===== src/rtl/cw_pkg.sv =====
// Constants for the drive control word composer: register map, field
// positions, reset values and the order of words in an outgoing frame.
// Assumes a 32-bit APB register bus and 16-bit link words.
package cw_pkg;

  localparam int unsigned LINK_W      = 16;
  localparam int unsigned FRAME_WORDS = 4;
  localparam int unsigned FIFO_DEPTH  = 16;

  // Register byte addresses
  localparam logic [7:0] AXIS_CTRL_OFS = 8'h00;
  localparam logic [7:0] REQUEST_OFS   = 8'h04;
  localparam logic [7:0] SPEED_OFS     = 8'h08;
  localparam logic [7:0] TORQUE_OFS    = 8'h0c;
  localparam logic [7:0] WORDS_OFS     = 8'h10;
  localparam logic [7:0] FLAGS_OFS     = 8'h14;

  // Axis control register fields
  localparam int unsigned AX_SERVO_EN   = 0;
  localparam int unsigned AX_MEAS_SEL   = 1;
  localparam int unsigned AX_MEAS_OK    = 2;
  localparam int unsigned AX_PULSE_EN   = 3;
  localparam int unsigned AX_RAMP_REL   = 4;
  localparam int unsigned AX_BRAKE_REL  = 5;
  localparam int unsigned AX_FGEN_SEL   = 6;
  localparam int unsigned AX_CAN_CTRL   = 7;
  localparam int unsigned AX_CUSTOMER   = 8;
  localparam int unsigned AX_LINK_EN    = 9;
  localparam int unsigned AX_W          = 10;
  localparam logic [9:0]  AX_RESET     = 10'h000;

  // Request register field (write one to request)
  localparam int unsigned RQ_FAULT_RST  = 0;

  // Flags register fields
  localparam int unsigned FL_DROPPED    = 0;
  localparam int unsigned FL_RST_PEND   = 1;
  localparam int unsigned FL_BUSY       = 2;
  localparam int unsigned FL_LEVEL_LSB  = 8;

  // Control word bit positions
  localparam int unsigned CW_RAMP_STOP  = 0;
  localparam int unsigned CW_COAST_STOP = 1;
  localparam int unsigned CW_QUICK_STOP = 2;
  localparam int unsigned CW_INV_EN     = 3;
  localparam int unsigned CW_RAMP_EN    = 4;
  localparam int unsigned CW_RAMP_START = 5;
  localparam int unsigned CW_SETP_EN    = 6;
  localparam int unsigned CW_FAULT_RST  = 7;
  localparam int unsigned CW_FGEN       = 8;
  localparam int unsigned CW_CTRL_REQ   = 10;
  localparam int unsigned CW_BRAKE      = 12;
  localparam int unsigned CW_RAMP_ZERO  = 13;
  localparam int unsigned CW_CUSTOMER   = 15;

  // Status word one bit positions
  localparam int unsigned SW_FAULT      = 3;
  localparam int unsigned SW_FAULT_ALT  = 6;
  localparam int unsigned SW_CTRL_REQ   = 9;

  localparam logic [15:0] SPEED_HI_RESET = 16'h0000;
  localparam logic [31:0] SPEED_RESET    = 32'h0000_0000;
  localparam logic [15:0] TORQUE_RESET   = 16'h0000;
  localparam logic [15:0] WORD_RESET     = 16'h0000;

  typedef enum logic [2:0] {
    ST_IDLE   = 3'b000,
    ST_CTRL   = 3'b001,
    ST_SPD_HI = 3'b010,
    ST_SPD_LO = 3'b011,
    ST_TORQUE = 3'b100
  } frame_state_t;

endpackage


===== src/rtl/word_fifo.sv =====
// Word FIFO with a registered read port.
// Assumes one clock, an active-low asynchronous reset and a clock enable.
`timescale 1ns/1ns
`default_nettype none
module word_fifo #(
  parameter int unsigned WIDTH = 17,
  parameter int unsigned DEPTH = 16
) (
  input  wire logic                       clk,
  input  wire logic                       rst_n,
  input  wire logic                       ce,
  input  wire logic                       in_valid,
  output logic                            in_ready,
  input  wire logic [WIDTH-1:0]           in_data,
  output logic                            out_valid,
  input  wire logic                       out_ready,
  output logic [WIDTH-1:0]                out_data,
  output logic [$clog2(DEPTH+1):0]        level
);
  localparam int unsigned AW = $clog2(DEPTH);

  generate
    if (DEPTH < 2 || (DEPTH & (DEPTH - 1)) != 0) begin : g_bad_depth
      $error("word_fifo depth must be a power of two of at least 2");
    end
  endgenerate

  logic [WIDTH-1:0] mem_q [DEPTH];
  logic [AW-1:0]    wr_ptr_q;
  logic [AW-1:0]    rd_ptr_q;
  logic [AW:0]      cnt_q;
  logic             out_valid_q;
  logic [WIDTH-1:0] out_data_q;

  wire push = in_valid && in_ready;
  wire pop  = (cnt_q != '0) && (!out_valid_q || out_ready);

  assign in_ready  = (cnt_q < (AW+1)'(DEPTH));
  assign out_valid = out_valid_q;
  assign out_data  = out_data_q;
  assign level     = ($clog2(DEPTH+1)+1)'(cnt_q) +
                     ($clog2(DEPTH+1)+1)'(out_valid_q);

  // Storage carries no reset so it can map onto plain RAM
  always_ff @(posedge clk) begin
    if (ce && push) begin
      mem_q[wr_ptr_q] <= in_data;
    end
  end

  always_ff @(posedge clk or negedge rst_n) begin
    if (!rst_n) begin
      wr_ptr_q <= '0;
      rd_ptr_q <= '0;
      cnt_q    <= '0;
    end else if (ce) begin
      if (push) wr_ptr_q <= wr_ptr_q + AW'(1);
      if (pop)  rd_ptr_q <= rd_ptr_q + AW'(1);
      if (push && !pop) cnt_q <= cnt_q + (AW+1)'(1);
      else if (pop && !push) cnt_q <= cnt_q - (AW+1)'(1);
    end
  end

  always_ff @(posedge clk or negedge rst_n) begin
    if (!rst_n) begin
      out_valid_q <= 1'b0;
      out_data_q  <= '0;
    end else if (ce) begin
      if (pop) begin
        out_valid_q <= 1'b1;
        out_data_q  <= mem_q[rd_ptr_q];
      end else if (out_ready) begin
        out_valid_q <= 1'b0;
      end
    end
  end
endmodule
`default_nettype wire


===== src/rtl/drive_control_word_composer.sv =====
// Composes drive_control_word_one and streams it, followed by the speed
// and torque setpoints, as one frame per frame tick toward the drive.
// Assumes frame_tick, drive_status_word_one and the link handshake come
// from logic on pclk; software reaches the registers over APB.
//
// The APB interface to the registers and the placing of the registers were decided locally.
`timescale 1ns/1ns
`default_nettype none
module drive_control_word_composer
  import cw_pkg::*;
#(
  parameter int unsigned DEPTH = FIFO_DEPTH
) (
  input  wire logic              pclk,
  input  wire logic              presetn,
  input  wire logic              ce,
  input  wire logic              psel,
  input  wire logic              penable,
  input  wire logic              pwrite,
  input  wire logic [7:0]        paddr,
  input  wire logic [31:0]       pwdata,
  output logic [31:0]            prdata,
  output logic                   pready,
  output logic                   pslverr,
  input  wire logic              frame_tick,
  input  wire logic [LINK_W-1:0] drive_status_word_one,
  output logic [LINK_W-1:0]      link_word,
  output logic                   link_first,
  output logic                   link_valid,
  input  wire logic              link_ready
);
  localparam int unsigned FW = LINK_W + 1;
  localparam int unsigned LW = $clog2(DEPTH+1) + 1;

  generate
    if (DEPTH < FRAME_WORDS || DEPTH > 255) begin : g_bad_depth
      $error("FIFO depth must hold one frame and fit the level field");
    end
    // The sequencer below is written for exactly four 16-bit words
    if (FRAME_WORDS != 4 || LINK_W != 16) begin : g_bad_frame
      $error("frame layout differs from the fixed sequencer order");
    end
    if (AX_LINK_EN >= AX_W || AX_CUSTOMER >= AX_W) begin : g_bad_axis
      $error("axis control fields exceed the register width");
    end
    if (FL_LEVEL_LSB + LW > 32) begin : g_bad_flags
      $error("FIFO level does not fit the flags register");
    end
    if (CW_CUSTOMER >= LINK_W || SW_CTRL_REQ >= LINK_W) begin : g_bad_word
      $error("control or status bit outside the link word");
    end
  endgenerate

  // Register state
  logic [AX_W-1:0]   axis_q;
  logic [31:0]       speed_q;
  logic [15:0]       torque_q;
  logic [15:0]       last_cw_q;
  logic              dropped_q;
  logic              rst_pend_q;
  logic [31:0]       prdata_q;
  logic              pready_q;
  logic              pslverr_q;

  // Frame state
  frame_state_t      state_q;
  frame_state_t      state_d;
  logic [15:0]       cw_q;
  logic [31:0]       spd_snap_q;
  logic [15:0]       trq_snap_q;

  // FIFO wires
  logic              fifo_in_ready;
  logic [LW-1:0]     fifo_level;
  logic [FW-1:0]     fifo_out;

  // One aligned word per register; no byte lanes to decode
  function automatic logic reg_hit(
    input logic [7:0] a,
    input logic [7:0] ofs
  );
    return (a == ofs);
  endfunction

  // APB decode
  wire access   = psel && penable && !pready_q;
  wire commit   = psel && penable && pready_q;
  wire wr_en    = commit && pwrite;
  wire hit_axis = reg_hit(paddr, AXIS_CTRL_OFS);
  wire hit_req  = reg_hit(paddr, REQUEST_OFS);
  wire hit_spd  = reg_hit(paddr, SPEED_OFS);
  wire hit_trq  = reg_hit(paddr, TORQUE_OFS);
  wire hit_word = reg_hit(paddr, WORDS_OFS);
  wire hit_flag = reg_hit(paddr, FLAGS_OFS);
  wire mapped   = hit_axis || hit_req || hit_spd || hit_trq ||
                  hit_word || hit_flag;
  wire frame_busy = (state_q != ST_IDLE);

  logic [31:0] rd_mux;
  always_comb begin
    rd_mux = 32'h0000_0000;
    if (hit_axis) begin
      rd_mux[AX_W-1:0] = axis_q;
    end else if (hit_req) begin
      // Request strobes are write-only and read back as zero
      rd_mux = 32'h0000_0000;
    end else if (hit_spd) begin
      rd_mux = speed_q;
    end else if (hit_trq) begin
      rd_mux[15:0] = torque_q;
    end else if (hit_word) begin
      rd_mux = {drive_status_word_one, last_cw_q};
    end else if (hit_flag) begin
      rd_mux[FL_DROPPED]  = dropped_q;
      rd_mux[FL_RST_PEND] = rst_pend_q;
      rd_mux[FL_BUSY]     = frame_busy;
      rd_mux[FL_LEVEL_LSB +: LW] = fifo_level;
    end
  end

  // Axis condition decode
  wire servo_en   = axis_q[AX_SERVO_EN];
  wire meas_good  = axis_q[AX_MEAS_SEL] && axis_q[AX_MEAS_OK];
  wire pulse_en   = axis_q[AX_PULSE_EN];
  wire ramp_rel   = axis_q[AX_RAMP_REL];
  wire link_en    = axis_q[AX_LINK_EN];

  // Status word is used as is: it arrives on pclk
  // Drive fault seen in status word one
  wire drive_fault = drive_status_word_one[SW_FAULT] ||
                     drive_status_word_one[SW_FAULT_ALT];
  wire rst_req     = wr_en && hit_req && pwdata[RQ_FAULT_RST];
  wire rst_set     = rst_req && drive_fault;

  // Composition of the control word for the coming frame
  wire ramp_stop_ok = servo_en && meas_good && pulse_en;
  wire fault_rst    = rst_pend_q || rst_set;
  wire ramp_stop_inactive = ramp_stop_ok && !fault_rst;

  logic [15:0] cw_next;
  always_comb begin
    cw_next = 16'h0000;
    cw_next[CW_RAMP_STOP]  = ramp_stop_inactive;
    cw_next[CW_COAST_STOP] = 1'b1;
    cw_next[CW_QUICK_STOP] = 1'b1;
    cw_next[CW_INV_EN]     = pulse_en;
    cw_next[CW_RAMP_EN]    = ramp_rel;
    cw_next[CW_RAMP_START] = ramp_rel;
    cw_next[CW_SETP_EN]    = ramp_stop_inactive;
    cw_next[CW_FAULT_RST]  = fault_rst;
    cw_next[CW_FGEN]       = axis_q[AX_FGEN_SEL];
    cw_next[CW_CTRL_REQ]   = axis_q[AX_CAN_CTRL] &&
                             drive_status_word_one[SW_CTRL_REQ];
    cw_next[CW_BRAKE]      = axis_q[AX_BRAKE_REL];
    cw_next[CW_RAMP_ZERO]  = 1'b1;
    // Passed through only; the drive leaves it unused
    cw_next[CW_CUSTOMER]   = axis_q[AX_CUSTOMER];
  end

  // A frame starts only with room for all its words, so it is never split
  wire room       = (fifo_level <= LW'(DEPTH - FRAME_WORDS));
  wire start      = frame_tick && link_en && (state_q == ST_IDLE);
  wire start_ok   = start && room;
  // A tick that cannot start a frame while the link is enabled is flagged as dropped
  wire tick_lost  = frame_tick && link_en && !start_ok;

  // Word on the FIFO input for the current state
  logic [FW-1:0] push_word;
  logic          push_valid;
  always_comb begin
    push_word  = {1'b0, WORD_RESET};
    push_valid = 1'b1;
    case (state_q)
      ST_CTRL:   push_word = {1'b1, cw_q};
      ST_SPD_HI: push_word = {1'b0, spd_snap_q[31:16]};
      ST_SPD_LO: push_word = {1'b0, spd_snap_q[15:0]};
      ST_TORQUE: push_word = {1'b0, trq_snap_q};
      default:   push_valid = 1'b0;
    endcase
  end
  wire push_done = push_valid && fifo_in_ready;

  // Frame sequencer: control word first, then setpoints
  always_comb begin
    state_d = state_q;
    case (state_q)
      ST_IDLE:   if (start_ok) state_d = ST_CTRL;
      ST_CTRL:   if (push_done) state_d = ST_SPD_HI;
      ST_SPD_HI: if (push_done) state_d = ST_SPD_LO;
      ST_SPD_LO: if (push_done) state_d = ST_TORQUE;
      ST_TORQUE: if (push_done) state_d = ST_IDLE;
      default:   state_d = ST_IDLE;
    endcase
  end

  always_ff @(posedge pclk or negedge presetn) begin
    if (!presetn) begin
      state_q    <= ST_IDLE;
      cw_q       <= WORD_RESET;
      spd_snap_q <= SPEED_RESET;
      trq_snap_q <= TORQUE_RESET;
    end else if (ce) begin
      state_q <= state_d;
      // Snapshot keeps a frame consistent against mid-frame writes
      if (start_ok) begin
        cw_q       <= cw_next;
        spd_snap_q <= speed_q;
        trq_snap_q <= torque_q;
      end
    end
  end

  // Pending fault reset: a new request beats the frame that clears it
  always_ff @(posedge pclk or negedge presetn) begin
    if (!presetn) begin
      rst_pend_q <= 1'b0;
      last_cw_q  <= WORD_RESET;
    end else if (ce) begin
      if (rst_set) rst_pend_q <= 1'b1;
      else if (start_ok) rst_pend_q <= 1'b0;
      if (state_q == ST_CTRL && push_done) last_cw_q <= cw_q;
    end
  end

  // Dropped-frame flag: set wins over a write-one clear
  always_ff @(posedge pclk or negedge presetn) begin
    if (!presetn) begin
      dropped_q <= 1'b0;
    end else if (ce) begin
      if (tick_lost) dropped_q <= 1'b1;
      else if (wr_en && hit_flag && pwdata[FL_DROPPED]) dropped_q <= 1'b0;
    end
  end

  // Software-owned registers; writes land at the completing edge
  always_ff @(posedge pclk or negedge presetn) begin
    if (!presetn) begin
      axis_q   <= AX_RESET;
      speed_q  <= SPEED_RESET;
      torque_q <= TORQUE_RESET;
    end else if (ce && wr_en) begin
      if (hit_axis) axis_q   <= pwdata[AX_W-1:0];
      if (hit_spd)  speed_q  <= pwdata;
      if (hit_trq)  torque_q <= pwdata[15:0];
    end
  end

  // APB answer: one wait cycle, error on unmapped addresses
  always_ff @(posedge pclk or negedge presetn) begin
    if (!presetn) begin
      pready_q  <= 1'b0;
      pslverr_q <= 1'b0;
      prdata_q  <= 32'h0000_0000;
    end else if (ce) begin
      pready_q  <= access;
      pslverr_q <= access && !mapped;
      // Read data captured in the wait cycle, stands with pready
      if (access) prdata_q <= pwrite ? 32'h0000_0000 : rd_mux;
    end
  end

  assign prdata  = prdata_q;
  assign pready  = pready_q;
  assign pslverr = pslverr_q;

  // Buffer absorbs link back-pressure for up to several frames
  word_fifo #(
    .WIDTH (FW),
    .DEPTH (DEPTH)
  ) u_fifo (
    .clk       (pclk),
    .rst_n     (presetn),
    .ce        (ce),
    .in_valid  (push_valid),
    .in_ready  (fifo_in_ready),
    .in_data   (push_word),
    .out_valid (link_valid),
    .out_ready (link_ready),
    .out_data  (fifo_out),
    .level     (fifo_level)
  );

  // Top bit of each FIFO word marks the control word
  assign link_word  = fifo_out[LINK_W-1:0];
  assign link_first = fifo_out[LINK_W];
endmodule
`default_nettype wire


===== config.mk =====
export PLATFORM = sky130hd
export DESIGN_NAME = drive_control_word_composer
export DESIGN_NICKNAME = d
export VERILOG_FILES = /design/src/rtl/cw_pkg.sv /design/src/rtl/word_fifo.sv /design/src/rtl/drive_control_word_composer.sv
export SDC_FILE = /design/constraint.sdc
export NUM_CORES = 1
export LEC_CHECK = 0
export BUFFER_PORTS_ARGS = -buffer_cell sky130_fd_sc_hd__buf_4
export CAP_MARGIN = 20
export CORE_AREA = 2 2 209 160
export CTS_BUF_LIST = sky130_fd_sc_hd__clkbuf_16
export DETAILED_ROUTE_END_ITERATION = 12
export DIE_AREA = 0 0 211 162
export GPL_ROUTABILITY_DRIVEN = 0
export GPL_TIMING_DRIVEN = 0
export PLACE_DENSITY = 0.82
export SKIP_LAST_GASP = 1
export SLEW_MARGIN = 25
export SYNTH_ARGS = -nofsm -noshare
export SYNTH_HDL_FRONTEND = slang
export SYNTH_SLANG_ARGS = --single-unit

===== constraint.sdc =====
create_clock -name pclk -period 3.1 [get_ports pclk]
set_input_delay 0.62 -clock pclk [delete_from_list [all_inputs] [get_ports pclk]]
set_output_delay 0.62 -clock pclk [all_outputs]
set_load 0.1 [all_outputs]

Word level (Yosys, flattened, before mapping)
Memory sizes are Yosys's and may differ from the RTL's. A register that Yosys moved wholly into a read port is not among the register bits.
Index checks and enable logic that the tools add are counted.
{"block": "word_totals", "register_bits": 185, "mem_bits_rw": 272, "input_bits": 64, "output_inout_bits": 52, "word_cells": 134, "mem_count": 1}
{"block": "op_classes", "add_sub_neg": 5, "n_lt_le_gt_ge": 2, "eq_ne": 14, "muxes": 31, "n_reduce_logical": 64}
{"name": "u_fifo.mem_q", "depth": 16, "width": 17, "read_ports": 1, "rd_clocked_by_memory_dff": 1, "wr": 1, "line": "word_fifo.sv:28", "text": "logic [WIDTH-1:0] mem_q [DEPTH];"}
{"op": "two-way mux 32 bit", "n": 3}
{"op": "one-hot mux 17 bit (4 select lines)", "n": 1}
{"op": "two-way mux 16 bit", "n": 2}
{"op": "logical AND 1 bit", "n": 26}
{"op": "AND reduction 2 bit", "n": 12}
{"op": "two-way mux 22 bit", "n": 1}
{"op": "two-way mux 3 bit", "n": 7}
{"op": "two-way mux 18 bit", "n": 1}
{"op": "equality test 8 x 4 -> 1 bit (second input constant)", "n": 2}
{"op": "equality test 8 x 5 -> 1 bit (second input constant)", "n": 2}
{"op": "two-way mux 5 bit", "n": 3}
{"op": "one-hot mux 3 bit (5 select lines)", "n": 1}
{"op": "two-way mux 6 bit", "n": 2}
{"op": "two-way mux 10 bit", "n": 1}
{"op": "inequality test 2 bit (second input constant)", "n": 5}
{"op": "two-way mux 1 bit", "n": 9}
{"op": "adder 4 x 1 -> 4 bit (second input constant)", "n": 2}
{"op": "equality test 8 x 3 -> 1 bit (second input constant)", "n": 1}
{"op": "logical NOT 1 bit", "n": 8}
{"op": "logical NOT 8 bit", "n": 1}
{"op": "logical OR 1 bit", "n": 8}
{"op": "nonzero test 2 bit", "n": 4}
{"op": "adder 5 x 1 -> 6 bit", "n": 1}
{"op": "equality test 3 x 2 -> 1 bit (second input constant)", "n": 2}
{"op": "11 further kinds", "n": 11}

Longest topological paths before layout
Gate-level depths: netlist of run 1.
{"block": "logic_depth", "depth_word": 9, "depth_mapped": 12, "mapped_depth_nobuf": 11}

By module
From an unflattened synthesis of run 1, not the netlist that was laid out.
{"block": "hier_totals", "cells_unflattened": 1200, "hier_area_um2": 19520.0}
{"mod": "word_fifo", "n_inst": 1, "cells_each": 566, "area_each_um2": 11941.5, "seq_area_each_um2": 8943.6}
{"mod": "drive_control_word_composer", "n_inst": 1, "cells_each": 634, "area_each_um2": 7578.5, "seq_area_each_um2": 4078.9}

Worst setup path before layout of run 1
Ideal clock, no wire load.
{"block": "synth_path", "kind": "register to register", "start": "register u_fifo.out_valid_q (netlist: u_fifo.out_valid)", "end": "register cw_q[12]", "setup_time_ns": 0.125, "arrival_time_ns": 2.654, "required_ns": 2.975, "slack_ns": 0.322, "stages_incl_launch_ff": 8, "n_path_buf": 1, "synth_period_minus_slack_ns": 2.778, "cell_sequence": "dfrtp_1 ha_1 ha_1 nand2b_1 a2111o_1 nand4b_4 clkbuf_8 mux2_2"}
{"block": "synth_between", "elab_chain_len": 4}
{"element": "start, declared", "line": "word_fifo.sv:32", "text": "logic out_valid_q;"}
{"element": "start signal, assigned", "line": "word_fifo.sv:66", "text": "out_valid_q <= 1'b0;"}
{"element": "start signal, assigned", "line": "word_fifo.sv:70", "text": "out_valid_q <= 1'b1;"}
{"element": "start signal, assigned", "line": "word_fifo.sv:73", "text": "out_valid_q <= 1'b0;"}
{"element": "adder 5 x 1 -> 6 bit", "line": "word_fifo.sv:41", "text": "assign level = ($clog2(DEPTH+1)+1)'(cnt_q) +"}
{"element": "<= comparator 6 x 4 -> 1 bit", "line": "drive_control_word_composer.sv:161", "text": "wire room = (fifo_level <= LW'(DEPTH - FRAME_WORDS));"}
{"element": "logical AND 1 bit", "line": "drive_control_word_composer.sv:163", "text": "wire start_ok = start && room;"}
{"element": "AND reduction 2 bit (no line)"}
{"element": "end signal, assigned", "line": "drive_control_word_composer.sv:206", "text": "cw_q <= cw_next;"}
{"element": "end, declared", "line": "drive_control_word_composer.sv:68", "text": "logic [15:0] cw_q;"}
Every way passes these cells.
A chain may end at the register's enable or synchronous reset.

==> results of run 1 <==
==> power by group through the flow <==
stage	sequential, uW	combinational (uW)	clock [uW]
4_1_cts	7230	4940	4830
2_1_floorplan	8100	2670	0
6_report	7230	4970	4800
5_1_grt	7270	5270	5070
3_3_place_gp	7300	4720	0
3_5_place_dp	7340	4870	0
==> cell type report <==
class / instances / area [sq um]
sequential: 466 / 13000
fill: 2017 / 9860
multi-input combinational: 641 / 5880
clock buffer: 44 / 1100
timing repair buffer: 129 / 1040
tap: 413 / 517
buffer: 68 / 388
clock inverter: 31 / 136
inverter: 19 / 71.3
==> registers in the layout, summed over array words and instances (netlist names), 10 cells and up <==
name             cells
u_fifo.out_data     17
speed_q             32
torque_q            16
axis_q              10
u_fifo.mem_q       272
spd_snap_q          32
trq_snap_q          16
prdata              32
==> timing repair <==
action / CTS / global route
gates resized for setup: 1 / 12
endpoints found under the hold margin: 43 / 0
setup endpoints to repair: 8 / 181
pin swaps: 0 / 0
hold buffers: 1 / 0
cloned: 0 / 0
==> routing by layer <==
| metal | vias up | share of wire |
|---|---|---|
| met5 | - | 0 |
| met3 | 93 | 0.10 |
| li1 | 4887 | - |
| met4 | 0 | 0.022 |
| met1 | 6104 | 0.41 |
| met2 | 662 | 0.47 |
==> cells in the mapped netlist, types with 4 or more instances <==
cell type    n
a22o_1       4
o22ai_1      7
nand2b_1     9
xor2_1       4
buf_4        6
mux4_2      68
buf_6        7
inv_1       19
nor2b_1      7
clkbuf_1    27
a222oi_1     7
dfrtp_1    194
mux2_2     139
mux2i_1     42
a21oi_1     22
buf_2       21
xnor2_1      8
ha_1        12
nor2_1      28
edfxtp_1   272
and2_1      16
nand3_1     15
and3_1       7
a22oi_1     20
o21ai_0     85
nand2_1     95
==> metrics by stage <==
step                      utilization  hold WS (ns)
after floorplan                     -         0.324
after global placement          0.646         0.463
after detailed placement        0.652         0.468
after CTS                       0.691         0.279
after global routing            0.692         0.281
final                           0.692         0.285
==> critical path: cells and delay by family, from the launching register on <==
kind	cells	cell delay [ns]
compound gates	2	0.80
buf+inv	2	0.98
flops	1	0.33
mux	2	0.70
==> cells by family after synthesis <==
kind of cell	synth area share
compound gates	0.0534
xor+xnor	0.00544
fa+ha+maj	0.00881
buf+inv	0.0238
flops	0.674
mux	0.183
simple gates	0.0512
==> path summary, 6_finish.rpt <==
| kind | startpoint | to | cells after the start |
|---|---|---|---|
| max reg2reg | u_fifo.rd_ptr_q[2]$_DFFE_PN0P_ | u_fifo.out_data[8]$_DFFE_PN0P_ | 6 |
| max | u_fifo.rd_ptr_q[2]$_DFFE_PN0P_ | u_fifo.out_data[8]$_DFFE_PN0P_ | 6 |
| min reg2reg | prdata[24]$_DFFE_PN0P_ | prdata[24]$_DFFE_PN0P_ | 2 |
| min in group asynchronous | presetn | speed_q[19]$_DFFE_PN0P_ | 2 |
| max in group asynchronous | presetn | u_fifo.out_data[7]$_DFFE_PN0P_ | 4 |
| min | pwdata[19] | speed_q[19]$_DFFE_PN0P_ | 2 |
==> flow_summary.ini, run 1 <==
[critical_path]
slowest_delay_ns = 0.74
crit_path_max_fanout = 10
crit_path_start_kind = flip-flop
crit_required_ns = 3.50
cp_cell_sequence = clkbuf_1, clkbuf_1, mux4_2, mux2_2, o21ai_0, o21ai_0
arrival_ns = 3.37
crit_type = flip-flop to flip-flop
critPathCaptureType = flip-flop
r2r_slack_ns = 0.14
slowest_stage = clkbuf_1

[timing]
slew_violations = 0
maxSlewHeadroom = 0.284
finalSetupTns_ns = 0
min_period_ns = 2.96
fin_ws_ns = 0.138
final_hold_viol_count = 0
rsz0062_at_grt = no
finalCritPeriodShare = 0.955
fmax_ghz = 0.338
setup_viol = 0
worst_pin_slew_ns = 1.07
finClkSkew_ns = 0.0272

[pwr]
ir_drop_v = 0.000507
combPwrFrac = 0.292
p_int_uw = 11300
total_power_uw = 17000
powerDensity_nw_per_um2 = 767
clockPowerShare = 0.282
p_leak_uw = 0.00898
pwr-share-seq = 0.425
swShare = 0.336
p_sw_uw = 5710

[run]
maxCapViolations = 0

[clock_network]
cts_tree = yes
clock_latency_ns = 0.57
post_cts_buffers = 0
cts_root_buffer = clkbuf_16
path_clk_slew_ns = 0.06
cts_made_buffers = 43
htree_num_levels = 2
clk_path_buf_depth = 3
cts.sinks = 466

[global_routing]
met3_usage = 0.0712
top_usage_layer = met2
antenna_found_initial = 3
gr-usage-all-layers = 0.290
grt_max_degree = 83
met1_usage = 0.428
overflow = 0
met2_usage = 0.440
grt_first_pass_wirelength_um = 73000
first_global_vias = 12000

[cells_and_area]
instances_no_fill = 1811
drive_gt1_frac = 0.329
fin_nets = 1445
design_area_sq_um = 22200
most-common-layout-cells = 272 x edfxtp_1, 194 x dfrtp_1, 139 x mux2_2
mostFrequentLayoutCell = edfxtp_1
area_delta_synth_final_pct = 14.7
diodes = 0

[synthesis]
syn_area_per_cell_sq_um = 16.2
yosysUniqueCellTypes = 60
synth_edf_count = 272
yosys.area.top_type_share = 0.423
async_flop_share = 0.416
synth_cells = 1194
ys_seq_elements = 466
yosysTopAreaCell = edfxtp_1
yosysSeqAreaShare = 0.674
syn_area_sq_um = 19300
synthTopCellsByArea = edfxtp_1 42%, dfrtp_1 25%, mux2_2 8.1%, mux4_2 7.9%, o21ai_0 2.2%
ys_warn_count = 0
syn_nets = 1271
synth_ff_type = edfxtp_1

[die]
initial_core_util = 0.603
die_width_um = 211
chipHeight_um = 162
die-area_sq_um = 34200
num_io_pins = 116
row_count = 57
core_sq_um = 32000

[placed_design]
portBuffers = 115
place_area_sq_um = 20900
placed_cells = 1734
dp_slack_ns = -0.118
dp.final_hpwl_um = 32100

[hold_path]
hold_path_class = primary input to flip-flop

[status]
status = complete, no violations

[drt]
ant_nets = 0
drc = 0
vias_per_cell = 6.49
wirelength_um = 48100
drt-wirelength-per-cell_um = 26.6
dr.pass1.iters = 5
vias = 11700
drt_iter0_drc = 1423
Power figures use the tool's default switching activity.
==> run 2, diff against run 1 <==
Settings changed: BUFFER_PORTS_ARGS -buffer_cell sky130_fd_sc_hd__buf_4 to not set, CORE_AREA 2 2 209 160 to 2 2 179 181, DIE_AREA 0 0 211 162 to 0 0 181 183, DONT_BUFFER_PORTS set to 1, PLACE_DENSITY 0.82 to 0.81.
==> run 2 against run 1 <==
Against the previous run:
- the run now ends with negative hold slack left
- cell count shrank 6.7%
- maximum frequency rose by 0.79%
- via count is 6.4% lower
- sequential power increased by 12%
- critical endpoint is now u_fifo.mem_q[15][6]$_DFFE_PP_
- highest routed layer unchanged
==> flow_summary.ini, run 2 (synthesized netlist as in run 1, its figures left out) <==
[drt]
drt_iter0_drc = 1158
vias_per_cell = 6.50
vias = 11000
wirelength_um = 45000
drc = 0
ant_nets = 0
dr.pass1.iters = 5
drt-wirelength-per-cell_um = 26.6

[critical_path]
cp_common_cell = and3_1
crit_start = u_fifo.cnt_q[4]$_DFFE_PN0P_
critPathCaptureType = flip-flop
crit_required_ns = 3.26
r2r_cells = 6
endpoint = u_fifo.mem_q[15][6]$_DFFE_PP_
cp_cell_sequence = buf_2, nor2b_1, and3_1, clkbuf_1, and3_1, and2_1
r2r_end = u_fifo.mem_q[15][6]$_DFFE_PP_
r2r_slack_ns = 0.16
critical-path-top-delay-family = simple AND/OR/NAND/NOR gates
arrival_ns = 3.10
cp.depth = 6
critPathBufInv = 2
rr_startpoint = u_fifo.cnt_q[4]$_DFFE_PN0P_
crit_path_max_fanout = 17
slowest_stage = and2_1
crit_type = flip-flop to flip-flop
crit_path_start_kind = flip-flop
slowest_delay_ns = 0.82

[global_routing]
grt_first_pass_wirelength_um = 69200
antenna_found_initial = 0
gr-usage-all-layers = 0.281
first_global_vias = 11400
overflow = 0
grt_max_degree = 195

[die]
chipHeight_um = 183
core_sq_um = 31200
num_io_pins = 116
die_width_um = 181
row_count = 65
die-area_sq_um = 33100
initial_core_util = 0.619

[timing]
slew_violations = 0
fmax_ghz = 0.340
final_hold_viol_count = 194
finalCritPeriodShare = 0.948
rsz0062_at_grt = no
min_period_ns = 2.94
maxSlewHeadroom = 0.306
worst_pin_slew_ns = 1.04
setup_viol = 0
finClkSkew_ns = 0.0192
hold_ws_ns = -0.218

[cells_and_area]
largest_reg_flops = 272
mostFrequentLayoutCell = edfxtp_1
top_register = u_fifo.mem_q
diodes = 0
fin_nets = 1330
most-common-layout-cells = 272 x edfxtp_1, 193 x dfrtp_1, 139 x mux2_2
area_delta_synth_final_pct = 10.2
drive_gt1_frac = 0.261
design_area_sq_um = 21300
nFillCells = 2048

[placed_design]
dp.final_hpwl_um = 29800
portBuffers = 0
place_area_sq_um = 19900

[clock_network]
clock_latency_ns = 0.56
cts.sinks = 466
post_cts_buffers = 0
htree_num_levels = 2
path_clk_slew_ns = 0.06
cts_root_buffer = clkbuf_16
cts_tree = yes
cts_made_buffers = 45
clk_path_buf_depth = 3

[pwr]
p_int_uw = 11300
combPwrFrac = 0.222
total_power_uw = 16800
clockPowerShare = 0.297
swShare = 0.330
ir_drop_v = 0.000514
pwr-share-seq = 0.481
p_sw_uw = 5550
powerDensity_nw_per_um2 = 789
p_leak_uw = 0.00841

[status]
status = finished with violations
violations = negative hold slack

[run]
maxCapViolations = 0

[hold_path]
hold_path_class = primary input to async pin
[run 2: cell types whose count changed in the layout (fill, tap and decap cells not counted), sizes merged]
cell         before  now
inv              38   39
dlygate4sd3       1    0
buf             165   49
bufinv            0    1
clkbuf           75   76
clkinv           12   16
[run 2: routing by layer]
layer | wire [um] | GRT usage | vias to the layer above
met5 | 0 | 0 | -
met4 | 1560 | 0.104 | 0
met3 | 3020 | 0.0498 | 109
met2 | 22900 | 0.484 | 503
met1 | 17500 | 0.363 | 5703
li1 | - | - | 4677
[run 2: worst min path at each step]
stage | start | to | slack, ns
finish | presetn | u_fifo.rd_ptr_q[2]$_DFFE_PN0P_ | -0.22
global route | presetn | u_fifo.rd_ptr_q[2]$_DFFE_PN0P_ | -0.24
CTS | presetn | u_fifo.rd_ptr_q[2]$_DFFE_PN0P_ | -0.25
detailed placement | presetn | u_fifo.out_data[8]$_DFFE_PN0P_ | 0.34
global placement | presetn | u_fifo.out_data[8]$_DFFE_PN0P_ | 0.33
floorplan | presetn | axis_q[0]$_DFFE_PN0P_ | 0.32
[run 2: worst reg2reg max path: stages (launching register included)]
cell and delay, ns:
dfrtp_1 0.36, buf_2 0.21, nor2b_1 0.35, and3_1 0.22
clkbuf_1 0.31, and3_1 0.27, and2_1 0.82
[run 2: stage by stage]
| stage | util | worst slack [ns] | TNS, ns | std cells |
|---|---|---|---|---|
| 2_1_floorplan | - | 0.322 | 0 | 1194 |
| 3_3_place_gp | 0.635 | -0.161 | -5.35 | 1596 |
| 3_5_place_dp | 0.638 | 0.0491 | 0 | 1607 |
| 4_1_cts | 0.680 | 0.0271 | 0 | 1689 |
| 5_1_grt | 0.682 | 0.0302 | 0 | 1690 |
| 6_report | 0.682 | 0.161 | 0 | 1690 |
[run 2: final cells by class]
type	count	area (sq um)	area share
multi-input cells	641	5860	0.276
plain buffers	68	388	0.0182
clock buffers	45	1130	0.0529
clock inverters	37	206	0.00970
flip-flops and latches	466	13000	0.612
inverters	19	71.3	0.00335
well taps	402	503	0.0236
repair buffers	12	101	0.00476
[run 2: power groups by stage]
stage	logic [uW]	clock network [uW]	registers (uW)
after global placement	3530	0	8170
after floorplan	2670	0	8100
after detailed placement	3640	0	8200
after CTS	3710	5030	8090
after global routing	3990	5290	8120
final	3730	4990	8090
[run 2: repair_timing]
action,in CTS,in global routing
endpoints found under the hold margin,194,194
gates resized for setup,0,2
setup endpoints to repair,0,68
==> run 3, diff against run 2 <==
Settings changed: ABC_AREA set to 1, CORE_AREA 2 2 179 181 to 2 2 180 182, DIE_AREA 0 0 181 183 to 0 0 182 184.
==> run 3 against run 2 <==
Against the previous run:
- the run still ends with negative hold slack left
- clock power is 7.0% higher
- cell count grew 40%
- non-clock buffer count rose by 38
- maximum frequency is 0.31% higher
- clock skew grew 0.0026 ns
- hold slack worse by 0.017 ns
- largest cell class unchanged
- highest routed layer unchanged
==> flow_summary.ini, run 3 <==
[status]
status = finished with violations
violations = negative hold slack

[cells_and_area]
diodes = 0
design_area_sq_um = 21800
largest_reg_flops = 272
fin_nets = 2001
top_register = u_fifo.mem_q
drive_gt1_frac = 0.0836
most-common-layout-cells = 398 x nand2_1, 272 x edfxtp_1, 251 x nor2_1
mostFrequentLayoutCell = nand2_1
area_delta_synth_final_pct = 11.6
nFillCells = 2115

[global_routing]
overflow = 0
grt_max_degree = 195
antenna_found_initial = 0
gr-usage-all-layers = 0.320
grt_first_pass_wirelength_um = 80900
first_global_vias = 14600

[synthesis]
syn_area_sq_um = 19500
synth_cells = 1855
synthXorXnorAreaFrac = 0.00583
synth_commonest_cells = 398 x nand2_1, 272 x edfxtp_1, 265 x nor2_1, 217 x o21ai_0, 194 x dfrtp_1
synth_top_family_by_area = simple AND/OR/NAND/NOR gates
synth_compound_area_frac = 0.118
synthSimpleGateAreaFrac = 0.154
yosysTopAreaCell = edfxtp_1
yosysUniqueCellTypes = 39
synth_most_common_cell = nand2_1
syn_nets = 1932
muxShareOfSynthArea = 0
ys_warn_count = 0
yosys.area.top_type_share = 0.418
synthTopCellsByArea = edfxtp_1 42%, dfrtp_1 25%, nand2_1 7.6%, o21ai_0 5.6%, nor2_1 5.1%
yosysSeqAreaShare = 0.667
synth_fa_ha_area_frac = 0.00871
ys_seq_elements = 466
async_flop_share = 0.416
syn_area_per_cell_sq_um = 10.5
synth_ff_type = edfxtp_1
synth_edf_count = 272

[timing]
slew_violations = 0
hold_ws_ns = -0.235
maxSlewHeadroom = 0.322
setup_viol = 0
fmax_ghz = 0.341
finClkSkew_ns = 0.0218
final_hold_viol_count = 194
rsz0062_at_grt = no
finalCritPeriodShare = 0.945
worst_pin_slew_ns = 1.02
min_period_ns = 2.93
finalSetupTns_ns = 0

[pwr]
ir_drop_v = 0.000544
powerDensity_nw_per_um2 = 849
p_leak_uw = 0.00867

[drt]
drt_iter0_drc = 1967
vias_per_cell = 6.26
wirelength_um = 53300
drt-wirelength-per-cell_um = 22.5
dr.pass1.iters = 8
vias = 14800
ant_nets = 0
drc = 0

[critical_path]
slowest_delay_ns = 0.57
r2r_end = u_fifo.mem_q[1][6]$_DFFE_PP_
arrival_ns = 3.18
crit_type = flip-flop to flip-flop
cp_cell_sequence = nor2_1, nand2_1, nand4_1, nand2_1, nor2_1, nand2_1, nor2_2, buf_6
critical-path-top-delay-family = simple AND/OR/NAND/NOR gates
cp_common_cell = nand2_1
critPathBufInv = 1
crit_path_start_kind = flip-flop
crit_path_max_fanout = 10
rr_startpoint = state_q[1]$_DFFE_PN0P_
critPathCaptureType = flip-flop
r2r_slack_ns = 0.17
endpoint = u_fifo.mem_q[1][6]$_DFFE_PP_
cp.depth = 8
crit_required_ns = 3.35
slowest_stage = nor2_2
r2r_cells = 8
crit_start = state_q[1]$_DFFE_PN0P_

[hold_path]
hold_path_class = primary input to async pin

[die]
core_sq_um = 31400
die_width_um = 182
chipHeight_um = 184
die-area_sq_um = 33500
num_io_pins = 116
initial_core_util = 0.622
row_count = 65

[placed_design]
dp.final_hpwl_um = 36300
portBuffers = 0
place_area_sq_um = 20300

[run]
maxCapViolations = 0

[clock_network]
cts.sinks = 466
cts_root_buffer = clkbuf_16
path_clk_slew_ns = 0.06
cts_made_buffers = 45
clk_path_buf_depth = 3
htree_num_levels = 2
cts_tree = yes
clock_latency_ns = 0.55
-- run 3: cell types whose count changed after synthesis, moves of 50 or more --
cell and change:
nor2_1 +237, mux2_2 -139, o211ai_1 +68, nand2_1 +303, o21ai_0 +132, mux4_2 -68
o21ai_1 +50, inv_1 +86
-- run 3: layout make-up --
| type | instances | area [sq um] | share of cell area |
|---|---|---|---|
| Clock inverter | 37 | 256 | 0.0118 |
| Multi-Input combinational cell | 1177 | 5680 | 0.261 |
| Timing Repair Buffer | 22 | 233 | 0.0107 |
| Sequential cell | 466 | 13000 | 0.598 |
| Buffer | 96 | 475 | 0.0218 |
| Tap cell | 402 | 503 | 0.0231 |
| Clock buffer | 47 | 1180 | 0.0540 |
| Inverter | 116 | 439 | 0.0202 |
-- run 3: power by group --
group / switching [uW] / total [uW] / internal (uW)
Sequential: 1120 / 8250 / 7120
Combinational: 3580 / 4920 / 1340
Clock: 2280 / 5340 / 3060
Total: 6980 / 18500 / 11500
-- run 3: how the worst min path moves through the flow --
stage	start	endpoint	slack, ns
6_report	presetn	prdata[16]$_DFFE_PN0P_	-0.23
5_1_grt	presetn	prdata[16]$_DFFE_PN0P_	-0.24
4_1_cts	presetn	prdata[26]$_DFFE_PN0P_	-0.24
3_5_place_dp	presetn	speed_q[18]$_DFFE_PN0P_	0.33
3_3_place_gp	presetn	speed_q[18]$_DFFE_PN0P_	0.33
2_1_floorplan	presetn	axis_q[0]$_DFFE_PN0P_	0.32
-- run 3: kinds of logic after synthesis --
logic type,Yosys count
xor+xnor,13
fa+ha+maj,13
flops,466
buf+inv,212
simple gates,752
compound gates,399
-- run 3: timing repair --
item                                    CTS  global route
resized for setup                         0             2
endpoints found under the setup margin   20            55
pin swaps                                 2             1
hold endpoints to repair                194           194
setup buffers                             2             1
-- run 3: stage by stage --
step	setup WS, ns	instances	util	total power [uW]	hold slack, ns
after floorplan	0.457	1855	-	11300	0.324
after detailed placement	-0.0498	2276	0.647	13100	0.333
after CTS	0.116	2362	0.694	18300	-0.237
final	0.170	2363	0.694	18500	-0.235
after global routing	0.0142	2363	0.694	19200	-0.245
after global placement	-0.944	2257	0.638	12800	0.333
-- run 3: worst reg2reg max path, stage by stage (launching register included) --
cell     delay, ns
dfrtp_1       0.45
nor2_1        0.13
nand2_1       0.24
nand4_1       0.25
nand2_1       0.08
nor2_1        0.37
nand2_1       0.29
nor2_2        0.57
buf_6         0.26
-- run 3: routing by layer --
layer,global-route usage,share of wire
met1,0.392,0.35
met2,0.530,0.48
met3,0.0658,0.10
met4,0.192,0.066
met5,0,0
